[config.mk]
export PLATFORM = sky130hd
export DESIGN_NAME = cs_hold_top
export DESIGN_NICKNAME = d
export VERILOG_FILES = /design/src/hdl/cs_hold_pkg.sv /design/src/hdl/cs_hold_top.sv /design/src/hdl/cs_qualifier.sv /design/src/hdl/freeze_timer.sv
export SDC_FILE = /design/constraint.sdc
export NUM_CORES = 1
export LEC_CHECK = 0
export BUFFER_PORTS_ARGS = -buffer_cell sky130_fd_sc_hd__buf_2
export CAP_MARGIN = 20
export CORE_ASPECT_RATIO = 2
export CORE_MARGIN = 1
export CORE_UTILIZATION = 30
export CTS_CLUSTER_DIAMETER = 150
export DETAILED_ROUTE_END_ITERATION = 12
export HOLD_SLACK_MARGIN = 0.05
export PLACE_DENSITY = 0.61
export SYNTH_ARGS = -nofsm -noshare
export SYNTH_HDL_FRONTEND = slang
export SYNTH_HIERARCHICAL = 1
export SYNTH_SLANG_ARGS = --single-unit
[constraint.sdc]
create_clock -name CLK -period 3.9 [get_ports CLK]
set_input_delay 0.585 -clock CLK [delete_from_list [all_inputs] [get_ports CLK]]
set_output_delay 0.585 -clock CLK [all_outputs]
set_load 0.01 [all_outputs]
[src/hdl/cs_hold_pkg.sv]
// package: register map, field layout, reset values and cycle counts for carrier sense and hold
package cs_hold_pkg;
    localparam logic [7:0] CFG_INDEX        = 8'h11;
    localparam logic [7:0] CFG_ADDR         = 8'h44;
    localparam logic [7:0] STATUS_ADDR      = 8'h48;
    localparam logic [7:0] MASK_ADDR        = 8'h4c;
    localparam logic [7:0] STATE_ADDR       = 8'h50;
    localparam logic [7:0] CFG_RESET        = 8'h65;
    localparam int         SET_CNT_MSB      = 7;
    localparam int         SET_CNT_LSB      = 6;
    localparam int         DROP_CNT_BIT     = 5;
    localparam int         WAIT_MSB         = 4;
    localparam int         WAIT_LSB         = 2;
    localparam int         FREEZE_MSB       = 1;
    localparam int         FREEZE_LSB       = 0;
    localparam logic [2:0] WAIT_FOREVER     = 3'h7;
    localparam logic [7:0] FREEZE_BASE_CLKS = 8'h10;
    localparam int         IRQ_BITS         = 3;
    localparam int         IRQ_CS_RISE      = 0;
    localparam int         IRQ_CS_FALL      = 1;
    localparam int         IRQ_HOLD_DONE    = 2;
endpackage

[src/hdl/cs_hold_top.sv]
// top: apb registers, clock enables, carrier-sense qualifier and freeze timer
// Function
// RULE1: assert sense after set-count+1 samples above
// RULE2: clear sense after one or two below
// RULE3: drive qualified sense onto status pin
// RULE4: freeze loops on gain-change trigger events
// RULE5: hold 16..48 filter clocks per code
// RULE6: hold code 7 freezes indefinitely
// RULE7: extra freeze 16/32/64/128 converter clocks
// RULE8: software should set drop count to 1
// RULE9: opposite-side sample restarts run counter
//
// Added by the designer: the APB slave port.
`timescale 1ns/1ps
module cs_hold_top #(
    parameter int FILT_DIV = 16,
    parameter int ADC_DIV  = 4
) (
    input  wire logic        CLK,
    input  wire logic        NRST,
    input  wire logic        PSEL,
    input  wire logic        PENABLE,
    input  wire logic        PWRITE,
    input  wire logic [7:0]  PADDR,
    input  wire logic [31:0] PWDATA,
    output logic      [31:0] PRDATA,
    output logic             PREADY,
    output logic             PSLVERR,
    input  wire logic        SAMPLE_VALID,
    input  wire logic        LEVEL_ABOVE,
    input  wire logic        GAIN_CHANGE,
    output logic             CARRIER_SENSE,
    output logic             FREEZE,
    output logic             IRQ
);
    import cs_hold_pkg::*;

    typedef struct packed {
        logic [7:0]          cfg;
        logic [IRQ_BITS-1:0] status;
        logic [IRQ_BITS-1:0] mask;
        logic [15:0]         fdiv;
        logic [15:0]         adiv;
        logic                sense_prev;
        logic [31:0]         rdata;
        logic                ready;
        logic                slverr;
        logic                sense_out;
        logic                freeze_out;
        logic                irq;
    } state_type;
    state_type s_q, s_d;

    logic filt_en;
    logic adc_en;
    logic sense;
    logic frozen;
    logic hold_done;
    logic access;
    logic [IRQ_BITS-1:0] events;

    ////////////////////////////////////////////////////////////////////////////
    // slow rates as one-cycle enables
    assign filt_en = (s_q.fdiv == 16'(FILT_DIV - 1));
    assign adc_en  = (s_q.adiv == 16'(ADC_DIV - 1));

    cs_qualifier u_qual (
        .clk       (CLK),
        .nrst      (NRST),
        .sample_en (SAMPLE_VALID),
        .above     (LEVEL_ABOVE),
        .set_sel   (s_q.cfg[SET_CNT_MSB:SET_CNT_LSB]),
        .drop_sel  (s_q.cfg[DROP_CNT_BIT]),
        .sense     (sense)
    );

    freeze_timer u_freeze (
        .clk        (CLK),
        .nrst       (NRST),
        .trigger    (GAIN_CHANGE),
        .filt_en    (filt_en),
        .adc_en     (adc_en),
        .wait_sel   (s_q.cfg[WAIT_MSB:WAIT_LSB]),
        .freeze_sel (s_q.cfg[FREEZE_MSB:FREEZE_LSB]),
        .frozen     (frozen),
        .done       (hold_done)
    );

    ////////////////////////////////////////////////////////////////////////////
    // registers, events and apb
    assign access = PSEL && PENABLE && !s_q.ready;

    always_comb begin
        events = '0;
        events[IRQ_CS_RISE]   = sense && !s_q.sense_prev;
        events[IRQ_CS_FALL]   = !sense && s_q.sense_prev;
        events[IRQ_HOLD_DONE] = hold_done;
    end

    always_comb begin
        s_d = s_q;
        s_d.fdiv       = filt_en ? 16'h0 : s_q.fdiv + 16'h1;
        s_d.adiv       = adc_en ? 16'h0 : s_q.adiv + 16'h1;
        s_d.sense_prev = sense;
        s_d.ready      = 1'b0;
        s_d.slverr     = 1'b0;
        if (access) begin
            s_d.ready = 1'b1;
            s_d.rdata = 32'h0;
            unique case (PADDR)
                CFG_ADDR: begin
                    s_d.rdata = {24'h0, s_q.cfg};
                    if (PWRITE) begin
                        s_d.cfg = PWDATA[7:0];
                    end
                end
                STATUS_ADDR: begin
                    s_d.rdata = {29'h0, s_q.status};
                    if (PWRITE) begin
                        s_d.status = s_q.status & ~PWDATA[IRQ_BITS-1:0];
                    end
                end
                MASK_ADDR: begin
                    s_d.rdata = {29'h0, s_q.mask};
                    if (PWRITE) begin
                        s_d.mask = PWDATA[IRQ_BITS-1:0];
                    end
                end
                STATE_ADDR: s_d.rdata = {30'h0, frozen, sense};
                default:    s_d.slverr = 1'b1;
            endcase
        end
        // set wins over a same-cycle clear
        s_d.status     = s_d.status | events;
        s_d.sense_out  = sense; // [RULE3]
        s_d.freeze_out = frozen; // [RULE4]
        s_d.irq        = |(s_d.status & s_d.mask);
    end

    always_ff @(posedge CLK or negedge NRST) begin
        if (!NRST) begin
            s_q <= '{cfg: CFG_RESET, default: '0};
        end else begin
            s_q <= s_d;
        end
    end

    assign PRDATA        = s_q.rdata;
    assign PREADY        = s_q.ready;
    assign PSLVERR       = s_q.slverr;
    assign CARRIER_SENSE = s_q.sense_out;
    assign FREEZE        = s_q.freeze_out;
    assign IRQ           = s_q.irq;
endmodule

[src/hdl/cs_qualifier.sv]
// consecutive-sample qualifier that sets and clears carrier sense
`timescale 1ns/1ps
module cs_qualifier (
    input  wire logic       clk,
    input  wire logic       nrst,
    input  wire logic       sample_en,
    input  wire logic       above,
    input  wire logic [1:0] set_sel,
    input  wire logic       drop_sel,
    output logic            sense
);
    import cs_hold_pkg::*;
    typedef struct packed {
        logic [1:0] run;
        logic       sense;
    } state_type;
    state_type s_q, s_d;

    always_comb begin
        s_d = s_q;
        if (sample_en) begin
            if (s_q.sense == above) begin
                s_d.run = 2'h0; // [RULE9]
            end else if (!s_q.sense) begin
                if (s_q.run >= set_sel) begin
                    s_d.sense = 1'b1; // [RULE1]
                    s_d.run   = 2'h0;
                end else begin
                    s_d.run = s_q.run + 2'h1;
                end
            end else begin
                if (s_q.run >= {1'b0, drop_sel}) begin
                    s_d.sense = 1'b0; // [RULE2]
                    s_d.run   = 2'h0;
                end else begin
                    s_d.run = s_q.run + 2'h1;
                end
            end
        end
    end

    always_ff @(posedge clk or negedge nrst) begin
        if (!nrst) begin
            s_q <= '0;
        end else begin
            s_q <= s_d;
        end
    end
    assign sense = s_q.sense;
endmodule

[src/hdl/freeze_timer.sv]
// freeze timer: filter-clock hold then converter-clock extra interval
`timescale 1ns/1ps
module freeze_timer (
    input  wire logic       clk,
    input  wire logic       nrst,
    input  wire logic       trigger,
    input  wire logic       filt_en,
    input  wire logic       adc_en,
    input  wire logic [2:0] wait_sel,
    input  wire logic [1:0] freeze_sel,
    output logic            frozen,
    output logic            done
);
    import cs_hold_pkg::*;
    typedef enum logic [1:0] {IDLE, HOLD, EXTRA} phase_type;
    typedef struct packed {
        phase_type  phase;
        logic [7:0] cnt;
        logic       done;
    } state_type;
    state_type s_q, s_d;
    logic [7:0] hold_len;

    always_comb begin
        unique case (wait_sel) // [RULE5]
            3'h0: hold_len = 8'h10;
            3'h1: hold_len = 8'h14;
            3'h2: hold_len = 8'h18;
            3'h3: hold_len = 8'h1c;
            3'h4: hold_len = 8'h20;
            3'h5: hold_len = 8'h28;
            3'h6: hold_len = 8'h30;
            default: hold_len = 8'h30;
        endcase
    end

    always_comb begin
        s_d = s_q;
        s_d.done = 1'b0;
        if (trigger) begin
            s_d.phase = HOLD; // [RULE4]
            s_d.cnt   = 8'h0;
        end else begin
            unique case (s_q.phase)
                IDLE: begin
                end
                HOLD: begin
                    if (wait_sel == WAIT_FOREVER) begin
                        s_d.cnt = 8'h0; // [RULE6]
                    end else if (filt_en) begin
                        if (s_q.cnt + 8'h1 >= hold_len) begin
                            s_d.phase = EXTRA; // [RULE7]
                            s_d.cnt   = 8'h0;
                        end else begin
                            s_d.cnt = s_q.cnt + 8'h1;
                        end
                    end
                end
                EXTRA: begin
                    // code 7 written during the extra interval still holds, no timeout
                    if (adc_en && wait_sel != WAIT_FOREVER) begin // [RULE6]
                        if (s_q.cnt + 8'h1 >= (FREEZE_BASE_CLKS << freeze_sel)) begin
                            s_d.phase = IDLE; // [RULE7]
                            s_d.cnt   = 8'h0;
                            s_d.done  = 1'b1;
                        end else begin
                            s_d.cnt = s_q.cnt + 8'h1;
                        end
                    end
                end
                default: s_d.phase = IDLE;
            endcase
        end
    end

    always_ff @(posedge clk or negedge nrst) begin
        if (!nrst) begin
            s_q <= '{phase: IDLE, cnt: 8'h0, done: 1'b0};
        end else begin
            s_q <= s_d;
        end
    end
    assign frozen = (s_q.phase != IDLE);
    assign done   = s_q.done;
endmodule

[Yosys cells after proc, flatten, opt, wreduce, memory -nomap -nowiden]
Index checks and enable logic that the tools add are counted.
Storage, ports and cells
  input bits: 48
  logic and storage cells: 102
  register bits after elaboration: 73
Cells by class
  muxes and demuxes: 31
  reductions and logical operators: 18
  $add $sub $neg: 4
  $lt $le $gt $ge: 4
  bitwise logic cells: 5
  shift-type cells: 1
  equal/unequal tests: 23
Operator list (number)
  $pmux 6 s6: 1
  $add 16x1->16 const B: 2
  $eq 8x7->1 const B: 4
  $mux 16: 2
  $pmux 8 s4: 1
  $mux 8: 3
  $mux 10: 2
  $eq 16x2->1 const B: 1
  $eq 16x4->1 const B: 1
  $pmux 8 s2: 1
  $mux 3: 5
  $mux 2: 7
  $mux 11: 1
  $eq 3x3->1 const B: 3
  $ne 3x2->1 const B: 3
  $ne 3x3->1 const B: 3
  $add 8x1->8 const B: 1
  $ge 8x6->1: 1
  $ge 8x8->1: 1
  $shl 5x2->8 const A: 1
  $and 3x3->3: 2
  $eq 3x2->1 const B: 2
  $mux 1: 6
  $mux 6: 1
  other kinds (24): 31

[Logic depth before layout (Yosys ltp)]
Gate-level depths: netlist (run 1).
  depth in word-level cells: 8
  mapped depth: 12
  gate-level depth less buffers: 11

[Cells and area by module]
The synthesis (run 1) kept the hierarchy.
By module, submodules not included
  cs_hold_top: times used 1, area an instance 2869.0 sq um, cells each 246
  freeze_timer: times used 1, area an instance 919.6 sq um, cells each 110
  cs_qualifier: times used 1, area an instance 260.2 sq um, cells each 24

[Worst setup path after synthesis (run 1)]
OpenSTA, ideal clock, no wires.
  kind: register -> register
  start point: register u_freeze/s_q[1] (netlist name)
  end point: register u_freeze/s_q[2] (netlist name)
  path buffers: 0
  cell stages (with the launch flop): 12
  slack: 1.367 ns
  data arrival time: 2.450 ns
  setup time: 0.083 ns
  path through: dfrtp_1 ha_1 nand3_1 xor2_1 inv_1 ha_1 o21a_1 o31ai_1 a31oi_1 or4_4 o31a_2 o21ai_0
Between the ends
  word-level cells in the longest chain between the ends: 7
RTL lines
  from (decl): line freeze_timer.sv:21  | state_type s_q, s_d;
  from (signal assigned): line freeze_timer.sv:78  | s_q <= '{phase: IDLE, cnt: 8'h0, done: 1'b0};
  $add 8x1->8 (*)
  $ge 8x6->1: line freeze_timer.sv:51  | if (s_q.cnt + 8'h1 >= hold_len) begin
  $mux 8: line freeze_timer.sv:51
  $mux 10: line freeze_timer.sv:50  | end else if (filt_en) begin
  $mux 8: line freeze_timer.sv:48  | if (wait_sel == WAIT_FOREVER) begin
  $pmux 8 s2 (*): line freeze_timer.sv:44  | unique case (s_q.phase)
  $mux 10 (*): line freeze_timer.sv:40  | if (trigger) begin
Every way passes the cells marked *; elsewhere a longest branch is shown, timed or not. The select of a mux whose other input is x is not followed.
A chain may end at the register's enable or synchronous reset.

[Final worst setup path (run 1)]
  start point: register u_freeze/s_q[1] (netlist name)
  end point: register u_freeze/s_q[5] (netlist name)
The elaborated chain is that of the path after synthesis.

==> results.yml, run 1 <==
yosys:
  yosys_most_used_dff: "dfrtp_1"
  ys_types: 68
  synth.yosys.seq_area_share: 0.452
  synth_compound_area_frac: 0.107
  synth_fa_ha_area_frac: 0.0402
  synth-simple-area-share: 0.205
  synth_edf_count: 0
  synth.largest_area_cell: "dfrtp_1"
  ys_async_sr_fraction: 1.00
  synth_area_leaders: "dfrtp_1, buf_4, xnor2_1"
  synth_top_family_by_area: "simple AND/OR/NAND/NOR gates"
  ys_ff_latch: 73
  synth.avg_cell_area_um2: 10.7
  synthXorXnorAreaFrac: 0.0692
  synthMuxAreaShare: 0.0488
  synth_top_area_frac: 0.426
  yosysWarnings: 6
  synthCells: 380
  syn-cell-area_um2: 4050
critical_path:
  rrSetupSlack_ps: 1010
  critPathArrivalTime_ps: 3130
  cp_slowest_cell: "or4_4"
  worst_r2r_path_depth: 11
  reg2reg_to: "u_freeze/s_q[5]"
  setup.worst_path.end_class: "register"
  crit_chain: "ha_1 > nand3_1 > xor2_1 > inv_1 > ha_1 > o21a_1 > o31ai_1 > a31oi_1 > or4_4 > o31a_2 > o21ai_0"
  cp_common_cell: "ha_1"
  rr_startpoint: "u_freeze/s_q[1]"
  crit_type: "register to register"
  crit_path_start_kind: "register"
  critPathMaxStageDelay_ps: 540
  cp_max_fo: 6
  crit_required_ps: 4140
place:
  place_ws_ps: 1060
  dp_hpwl_um: 6080
  gp_congestion: 0.787
  port_buffers: 36
  place_inst: 554
detailed_routing:
  viasPerCell: 4.88
  drc: 6
  drt-initial-drc-count: 99
  wire_per_inst_um: 14.1
  antenna_left: 0
  vias: 2783
  routed_wl_um: 8020
  first_pass_iters: 8
clock_tree:
  htree_levels: 3
  postCtsSetupRepairBufs: 0
  clk_pin_slew_ps: 70
  cts_tree: "yes"
  cts_buffers: 9
  insertion_delay_ps: 330
  clkSinkCount: 73
  cts_root_buf: "clkbuf_16"
  hold_buffers: 0
  post_cts_resized: 0
  clockBufferDepth: 2
grt:
  grt_first_pass_wirelength_um: 13700
  antenna_found_initial: 0
  grt_pass1_vias: 2823
  grt_max_degree: 74
  grt_overflow: 0
  grtUsageTotal: 0.123
pwr:
  p_per_area_nw_per_um2: 366
  p_leak_nw: 2.15
  peakVddDrop_uv: 215
floorplanning:
  die_h_um: 166
  io_pins: 85
  dieWidth_um: 84.1
  dieArea_um2: 14000
  core_um2: 13100
  start_util: 0.310
  row_count: 59
layout:
  final_common_cell: "dfrtp_1"
  area_delta_synth_final_pct: 12.1
  final_cell_mix: "dfrtp_1, buf_2, nand2_1"
  nets: 474
  drive_gt1_frac: 0.234
  instances_no_fill: 570
  utilization: 0.347
  num_antenna_cells: 0
sta:
  hold_viol_final: 0
  fin_tns_setup_ps: 0
  slew_headroom: 0.372
  finalSetupViolations: 0
  fin_skew_ps: 12.2
  fin_ws_ps: 1010
  slew_viol_final: 0
  worstMarginPinSlew_ps: 942
  period_share: 0.742
  period_needed_ps: 2890
  rsz0062_at_grt: "false"
  max_freq_mhz: 346
run:
  max_cap_viol_count: 0
outcome:
  violations: "DRC"
  outcome: "finished, violations left"
worst_hold_path:
  worst_hold_path_type: "primary input to asynchronous set/reset pin"
[worst max path at each step]
| stage | start | end | slack [ps] | cells after the start |
|---|---|---|---|---|
| final | u_freeze/s_q[1] | u_freeze/s_q[5] | 1010 | 11 |
| after global routing | u_freeze/s_q[1] | u_freeze/s_q[2] | 770 | 11 |
| after CTS | u_freeze/s_q[1] | u_freeze/s_q[5] | 1010 | 11 |
| after detailed placement | u_freeze/s_q[1] | u_freeze/s_q[4] | 1060 | 11 |
| after global placement | u_freeze/s_q[1] | u_freeze/s_q[4] | 1080 | 11 |
| after floorplan | u_freeze/s_q[1] | u_freeze/s_q[2] | 1370 | 11 |
[synthesized netlist by cell type, drive strengths merged, types with 2 or more instances]
| cell type | instances |
|---|---|
| o21a | 2 |
| a21boi | 2 |
| inv | 12 |
| nor2b | 8 |
| a31oi | 5 |
| or3 | 2 |
| and4 | 4 |
| xor2 | 11 |
| ha | 13 |
| o21ai | 10 |
| a21o | 3 |
| mux2 | 14 |
| or4b | 2 |
| o31ai | 5 |
| xnor2 | 21 |
| dfstp | 4 |
| nand2b | 6 |
| nor2 | 22 |
| nor3 | 9 |
| and2 | 3 |
| a21oi | 7 |
| a22oi | 4 |
| o31a | 2 |
| or4 | 2 |
| nor4 | 9 |
| and3 | 8 |
| a22o | 6 |
| nand2 | 31 |
| or2 | 6 |
| nand3 | 20 |
| nand4 | 3 |
| buf | 34 |
| clkbuf | 4 |
| dfrtp | 69 |
| nand3b | 3 |
[registers in the layout (all words and copies together), names as in the netlist]
| name | count |
|---|---|
| u_qual/sense | 1 |
| CARRIER_SENSE | 1 |
| u_freeze/done | 1 |
| FREEZE | 1 |
| u_freeze/s_q | 10 |
| s_q | 46 |
| u_qual/s_q | 2 |
| IRQ | 1 |
| PRDATA | 8 |
| PREADY | 1 |
| PSLVERR | 1 |
[per-layer routing]
layer,vias up,share of wire,global-route usage
met5,-,0,0
met1,1344,0.40,0.133
met2,71,0.55,0.231
met3,13,0.029,0.0179
met4,0,0.023,0.0592
li1,1355,-,-
[logic make-up after synthesis]
| kind of cell | count (synthesis) |
|---|---|
| AO/OA/AOI/OAI | 56 |
| XOR/XNOR | 32 |
| adder cells (fa/ha/maj) | 13 |
| buffers and inverters | 50 |
| flip-flops | 73 |
| multiplexers | 15 |
| other | 1 |
| AND/OR/NAND/NOR | 140 |
[final cells by class]
type / instances / area [um2]
Clock inverter: 7 / 66.3
Tap cell: 152 / 190
Inverter: 12 / 45.0
Timing Repair Buffer: 37 / 188
Clock buffer: 9 / 225
Multi-Input combinational cell: 280 / 1990
Sequential cell: 73 / 1830
Fill cell: 1285 / 8530
[worst max-delay path: cells and delay by family (launching register included)]
family                   cells  cell delay, ps
AO/OA/AOI/OAI                5             840
AND/OR/NAND/NOR              2             650
adder cells (fa/ha/maj)      2             590
flip-flops                   1             420
XOR/XNOR                     1             190
buffers and inverters        1             110
[report_power, final]
| part | switching (mW) | internal [mW] |
|---|---|---|
| clock | 0.358 | 0.450 |
| sequential | 0.00723 | 0.764 |
| combinational | 0.0563 | 0.0257 |
| total | 0.421 | 1.24 |
[through the flow]
| step | instance area [um2] | power [mW] | hold slack, ps |
|---|---|---|---|
| detailed placement | 4250 | 0.869 | 458 |
| finish | 4540 | 1.66 | 459 |
| floorplan | 4140 | 0.845 | 289 |
| CTS | 4540 | 1.69 | 466 |
| global placement | 4250 | 0.868 | 443 |
| global route | 4540 | 1.74 | 480 |
Note: power is estimated with default switching activity, not from simulation.
==> run 2: changes to the inputs <==
--- a/config.mk
+++ b/config.mk
@@ -5,6 +5,7 @@
 export SDC_FILE = /design/constraint.sdc
 export NUM_CORES = 1
 export LEC_CHECK = 0
+export ABC_AREA = 1
 export BUFFER_PORTS_ARGS = -buffer_cell sky130_fd_sc_hd__buf_2
 export CAP_MARGIN = 20
 export CORE_ASPECT_RATIO = 2
==> constraint.sdc (replaced) <==
create_clock -name CLK -period 2.8 [get_ports CLK]
set_input_delay 0.42 -clock CLK [delete_from_list [all_inputs] [get_ports CLK]]
set_output_delay 0.42 -clock CLK [all_outputs]
set_load 0.01 [all_outputs]
==> results.yml, run 2 <==
place:
  dp_hpwl_um: 7370
  gp_congestion: 0.877
  place_area_um2: 4650
  place_inst: 776
  place_ws_ps: 495
  port_buffers: 36
layout:
  fill_cells: 1535
  utilization: 0.354
  largest_register_ff_count: 46
  final_cell_mix: "nand2_1, inv_1, dfrtp_1"
  num_antenna_cells: 0
  design_area_um2: 4970
  regMostFlops: "s_q"
  drive_gt1_frac: 0.179
  area_delta_synth_final_pct: 14.4
  nets: 659
  final_common_cell: "nand2_1"
  instances_no_fill: 792
floorplanning:
  die_h_um: 172
  io_pins: 85
  start_util: 0.310
  dieArea_um2: 15000
  row_count: 61
  dieWidth_um: 87.1
  core_um2: 14000
sta:
  slew_headroom: 0.627
  hold_viol_final: 0
  period_share: 0.828
  fin_tns_setup_ps: 0
  finalSetupViolations: 0
  slew_viol_final: 0
  hold_ws_ps: 72.7
  fin_ws_ps: 481
  period_needed_ps: 2320
  max_freq_mhz: 431
  worstMarginPinSlew_ps: 560
  rsz0062_at_grt: "false"
  fin_skew_ps: 9.82
grt:
  grtUsageTotal: 0.137
  antenna_found_initial: 0
  grt_overflow: 0
  grt_pass1_vias: 3505
  grt_first_pass_wirelength_um: 15700
  grt_max_degree: 41
clock_tree:
  postCtsSetupRepairBufs: 0
  clk_pin_slew_ps: 70
  hold_buffers: 0
  post_cts_resized: 0
  htree_levels: 3
  clkSinkCount: 73
  clockBufferDepth: 2
  cts_root_buf: "clkbuf_16"
  cts_buffers: 9
  cts_tree: "yes"
  insertion_delay_ps: 340
yosys:
  yosys_most_used_dff: "dfrtp_1"
  yosysMostFrequentCell: "nand2_1"
  syn-cell-area_um2: 4350
  synth.avg_cell_area_um2: 7.79
  ys_types: 40
  synth_common_cells: "nand2_1, inv_1, dfrtp_1, nand3_1, nor2_1"
  synthCells: 558
  ys_ff_latch: 73
  ys_async_sr_fraction: 1.00
  synth_area_leaders: "dfrtp_1, nand2_1, inv_1"
  synth_top_area_frac: 0.397
  synth_edf_count: 0
  yosysWarnings: 6
  synth.yosys.seq_area_share: 0.421
  synth.largest_area_cell: "dfrtp_1"
detailed_routing:
  routed_wl_um: 9370
  first_pass_iters: 4
  drc: 0
  antenna_left: 0
  vias: 3515
  drt-initial-drc-count: 158
  viasPerCell: 4.44
  wire_per_inst_um: 11.8
critical_path:
  critPathArrivalTime_ps: 2530
  cp_common_cell: "nand2_1"
  cp.buffers_inverters: 1
  crit_type: "register to register"
  cp_max_fo: 4
  crit_chain: "ha_1 > nand3_1 > xnor2_1 > ha_1 > o21ai_1 > nand3_1 > nand2_1 > inv_2 > nand2_2 > nand2_2 > nand2_1 > nand2_1 > nand3_1 > nand2_1"
  critPathMaxStageDelay_ps: 400
  crit_cells: 14
  worst_r2r_path_depth: 14
  critical_path.top_delay_family: "simple AND/OR/NAND/NOR gates"
  setup.worst_path.end_class: "register"
  crit_required_ps: 3020
  crit_path_start_kind: "register"
  cp_slowest_cell: "dfrtp_1"
run:
  max_cap_viol_count: 0
pwr:
  p_per_area_nw_per_um2: 565
  p_leak_nw: 2.73
  peakVddDrop_uv: 265
  total_power_mw: 2.81
outcome:
  outcome: "complete, no violations"
worst_hold_path:
  worst_hold_path_type: "primary input to asynchronous set/reset pin"
==> run 2: changes by cell type after synthesis, sizes merged, moves of 11 or more <==
| cell | change |
|---|---|
| nand2 | +130 |
| inv | +78 |
| nand4 | +14 |
| xnor2 | -18 |
| mux2 | -14 |
| nand3 | +28 |
| o21ai | +11 |
| nor2 | +29 |
==> run 2: area by class of cell <==
class,instances,area [um2],share of cell area
clock buffers,9,225,0.0453
clock inverters,7,103,0.0206
inverters,93,357,0.0717
multi-input cells,381,2000,0.401
flip-flops and latches,73,1830,0.368
well taps,189,236,0.0475
repair buffers,40,225,0.0453
==> run 2: kinds of logic (layout without fill, tap and decap cells) <==
group           after synthesis  in the layout  share of synthesized area
fa+ha+maj                    13             13                     0.0374
flops                        73             73                      0.421
other cells                   1             24                   0.000862
xor+xnor                     20             20                     0.0403
buf+inv                     127            149                      0.140
compound gates               29             29                     0.0386
simple gates                295            295                      0.322
==> run 2: routing by layer <==
layer,GRT usage,part of all wire,up-vias
met5,0,0,-
met4,0.0813,0.039,0
met3,0.0234,0.022,24
met2,0.268,0.58,74
met1,0.127,0.36,1652
li1,-,-,1765
==> run 2: path summary, 6_finish.rpt <==
path / from / to / slack [ps]
max in group asynchronous: NRST / s_q[81] / 2070
min in group CLK: PWDATA[6] / s_q[82] / 310
worst min register to register: s_q[54] / s_q[54] / 470
worst min-delay path: NRST / s_q[59] / 70
worst max-delay path: u_freeze/s_q[1] / u_freeze/s_q[10] / 480
worst max register to register: u_freeze/s_q[1] / u_freeze/s_q[10] / 480
==> run 2: power by group <==
group          switching, mW  internal (mW)
logic                  0.244          0.120
registers             0.0673           1.11
clock network          0.478          0.791
total                  0.789           2.02
==> run 2: worst register-to-register path, cell delays in order (launching register included) <==
cell	delay (ps)
dfrtp_1	400
ha_1	270
nand3_1	150
xnor2_1	320
ha_1	290
o21ai_1	160
nand3_1	100
nand2_1	80
inv_2	30
nand2_2	80
nand2_2	70
nand2_1	60
nand2_1	60
nand3_1	90
nand2_1	60
==> run 3: changes to the inputs <==
--- a/config.mk
+++ b/config.mk
@@ -14,7 +14,7 @@
 export CTS_CLUSTER_DIAMETER = 150
 export DETAILED_ROUTE_END_ITERATION = 12
 export HOLD_SLACK_MARGIN = 0.05
-export PLACE_DENSITY = 0.61
+export PLACE_DENSITY = 0.62
 export SYNTH_ARGS = -nofsm -noshare
 export SYNTH_HDL_FRONTEND = slang
 export SYNTH_HIERARCHICAL = 1
==> constraint.sdc (replaced) <==
create_clock -name CLK -period 1.9 [get_ports CLK]
set_input_delay 0.285 -clock CLK [delete_from_list [all_inputs] [get_ports CLK]]
set_output_delay 0.285 -clock CLK [all_outputs]
set_load 0.01 [all_outputs]
==> results.yml, run 3 (same netlist as run 2, synthesis figures left out) <==
outcome:
  outcome: "finished, violations left"
  violations: "setup timing"
clock_tree:
  clkSinkCount: 73
  cts_buffers: 9
  cts_tree: "yes"
  htree_levels: 3
  clockBufferDepth: 2
  cts_root_buf: "clkbuf_16"
  clk_pin_slew_ps: 60
  insertion_delay_ps: 340
critical_path:
  cp_common_cell: "nand2_2"
  setup.worst_path.end_class: "register"
  cp_slowest_cell: "dfrtp_1"
  worst_r2r_path_depth: 12
  reg2reg_to: "u_freeze/s_q[2]"
  crit_required_ps: 2170
  rr_startpoint: "u_freeze/s_q[2]"
  critPathMaxStageDelay_ps: 420
  crit_type: "register to register"
  rrSetupSlack_ps: -140
  cp_max_fo: 6
  crit_chain: "ha_4 > nand3_4 > xnor2_4 > buf_4 > ha_1 > a21oi_2 > nand2_2 > nor2_4 > nand2_2 > nand2_4 > nand4_1 > nand2_1"
  crit_path_start_kind: "register"
  critPathArrivalTime_ps: 2310
detailed_routing:
  antenna_left: 0
  routed_wl_um: 9540
  viasPerCell: 4.33
  drc: 0
  first_pass_iters: 4
  drt-initial-drc-count: 195
  wire_per_inst_um: 11.4
  vias: 3632
sta:
  fin_tns_setup_ps: -1110
  max_freq_mhz: 491
  fin_skew_ps: 9.08
  fin_ws_ps: -138
  period_needed_ps: 2040
  rsz0062_at_grt: "true"
  slew_viol_final: 0
  hold_viol_final: 0
  period_share: 1.07
  finalSetupViolations: 11
layout:
  num_antenna_cells: 0
  nets: 705
  final_cell_mix: "nand2_1, inv_1, dfrtp_1"
  final_common_cell: "nand2_1"
  fill_cells: 1458
  largest_register_ff_count: 46
  regMostFlops: "s_q"
  area_delta_synth_final_pct: 26.0
  drive_gt1_frac: 0.270
floorplanning:
  die_h_um: 172
  start_util: 0.310
  core_um2: 14000
  row_count: 61
  dieWidth_um: 87.1
  io_pins: 85
  dieArea_um2: 15000
place:
  gp_congestion: 0.851
  place_ws_ps: -227
  port_buffers: 36
  dp_hpwl_um: 7470
grt:
  grt_util_met2: 0.280
  grtUsageTotal: 0.139
  top_usage_layer: "met2"
  grt_util_met3: 0.0172
  antenna_found_initial: 0
  grt_overflow: 0
  grt_first_pass_wirelength_um: 16200
  gr-usage-met1: 0.136
  grt_max_degree: 35
  grt_pass1_vias: 3581
worst_hold_path:
  min_from: "PWDATA[5]"
  min_to: "s_q[81]"
  worst_hold_path_type: "primary input to register"
  hold_path_depth: 3
pwr:
  peakVddDrop_uv: 452
  p_leak_nw: 2.97
  total_power_mw: 4.21
  p_per_area_nw_per_um2: 769
run:
  max_cap_viol_count: 0
==> run 3: cell count changes in the layout (fill, tap and decap cells not counted), sizes merged <==
| cell | previous run | this run |
|---|---|---|
| clkbuf | 9 | 10 |
| buf | 40 | 85 |
| dlygate4sd3 | 0 | 1 |
| clkinv | 6 | 5 |
| inv | 92 | 91 |
| clkinvlp | 0 | 1 |
==> run 3: report_power, final <==
part / switching (mW) / leakage (nW) / internal (mW)
sequential: 0.0962 / 0.963 / 1.64
clock: 0.673 / 0.153 / 1.15
combinational: 0.387 / 1.85 / 0.264
==> run 3: critical path, delay by kind of cell (launching register included) <==
kind | cells | cell delay (ps)
adders and majority gates | 2 | 390
xor gates and xnor gates | 1 | 180
and+or+nand+nor | 7 | 670
AOI/OAI and AO/OA | 1 | 160
buffers and inverters | 1 | 150
DFF | 1 | 420
==> run 3: area by class of cell <==
type / instances / area, um2 / share of cell area
multi-input combinational: 381 / 2160 / 0.394
sequential: 73 / 1830 / 0.335
timing repair buffer: 86 / 573 / 0.105
inverter: 93 / 357 / 0.0651
tap: 189 / 236 / 0.0432
clock buffer: 10 / 229 / 0.0418
clock inverter: 6 / 90.1 / 0.0164
==> run 3: how the worst max path moves through the flow <==
stage | startpoint | to | slack (ps)
floorplan | u_freeze/s_q[3] | u_freeze/s_q[10] | -8
global placement | u_freeze/s_q[1] | u_freeze/s_q[4] | -190
detailed placement | u_freeze/s_q[1] | u_freeze/s_q[6] | -230
CTS | u_freeze/s_q[1] | u_freeze/s_q[10] | -140
global route | u_freeze/s_q[2] | u_freeze/s_q[6] | -270
finish | u_freeze/s_q[2] | u_freeze/s_q[2] | -140
==> run 3: repair_timing <==
action                     CTS  global route
hold buffers                 1             0
pin swaps                   10            26
resized for setup           14            13
buffers inserted             5             3
setup endpoints to repair   11            11
hold endpoints to repair    24             0
==> run 3: metal layers <==
metal / vias up / routed length [um]
met2: 63 / 5570
li1: 1858 / -
met4: 0 / 321
met3: 25 / 184
met5: - / 0
met1: 1686 / 3470
==> run 3: stage by stage <==
stage	hold WS (ps)	instance area (um2)	utilization	std cells
2_1_floorplan	-10.6	4450	-	581
3_3_place_gp	228	4940	0.352	813
3_5_place_dp	229	4940	0.352	813
4_1_cts	156	5390	0.384	835
5_1_grt	180	5480	0.390	838
6_report	166	5480	0.390	838
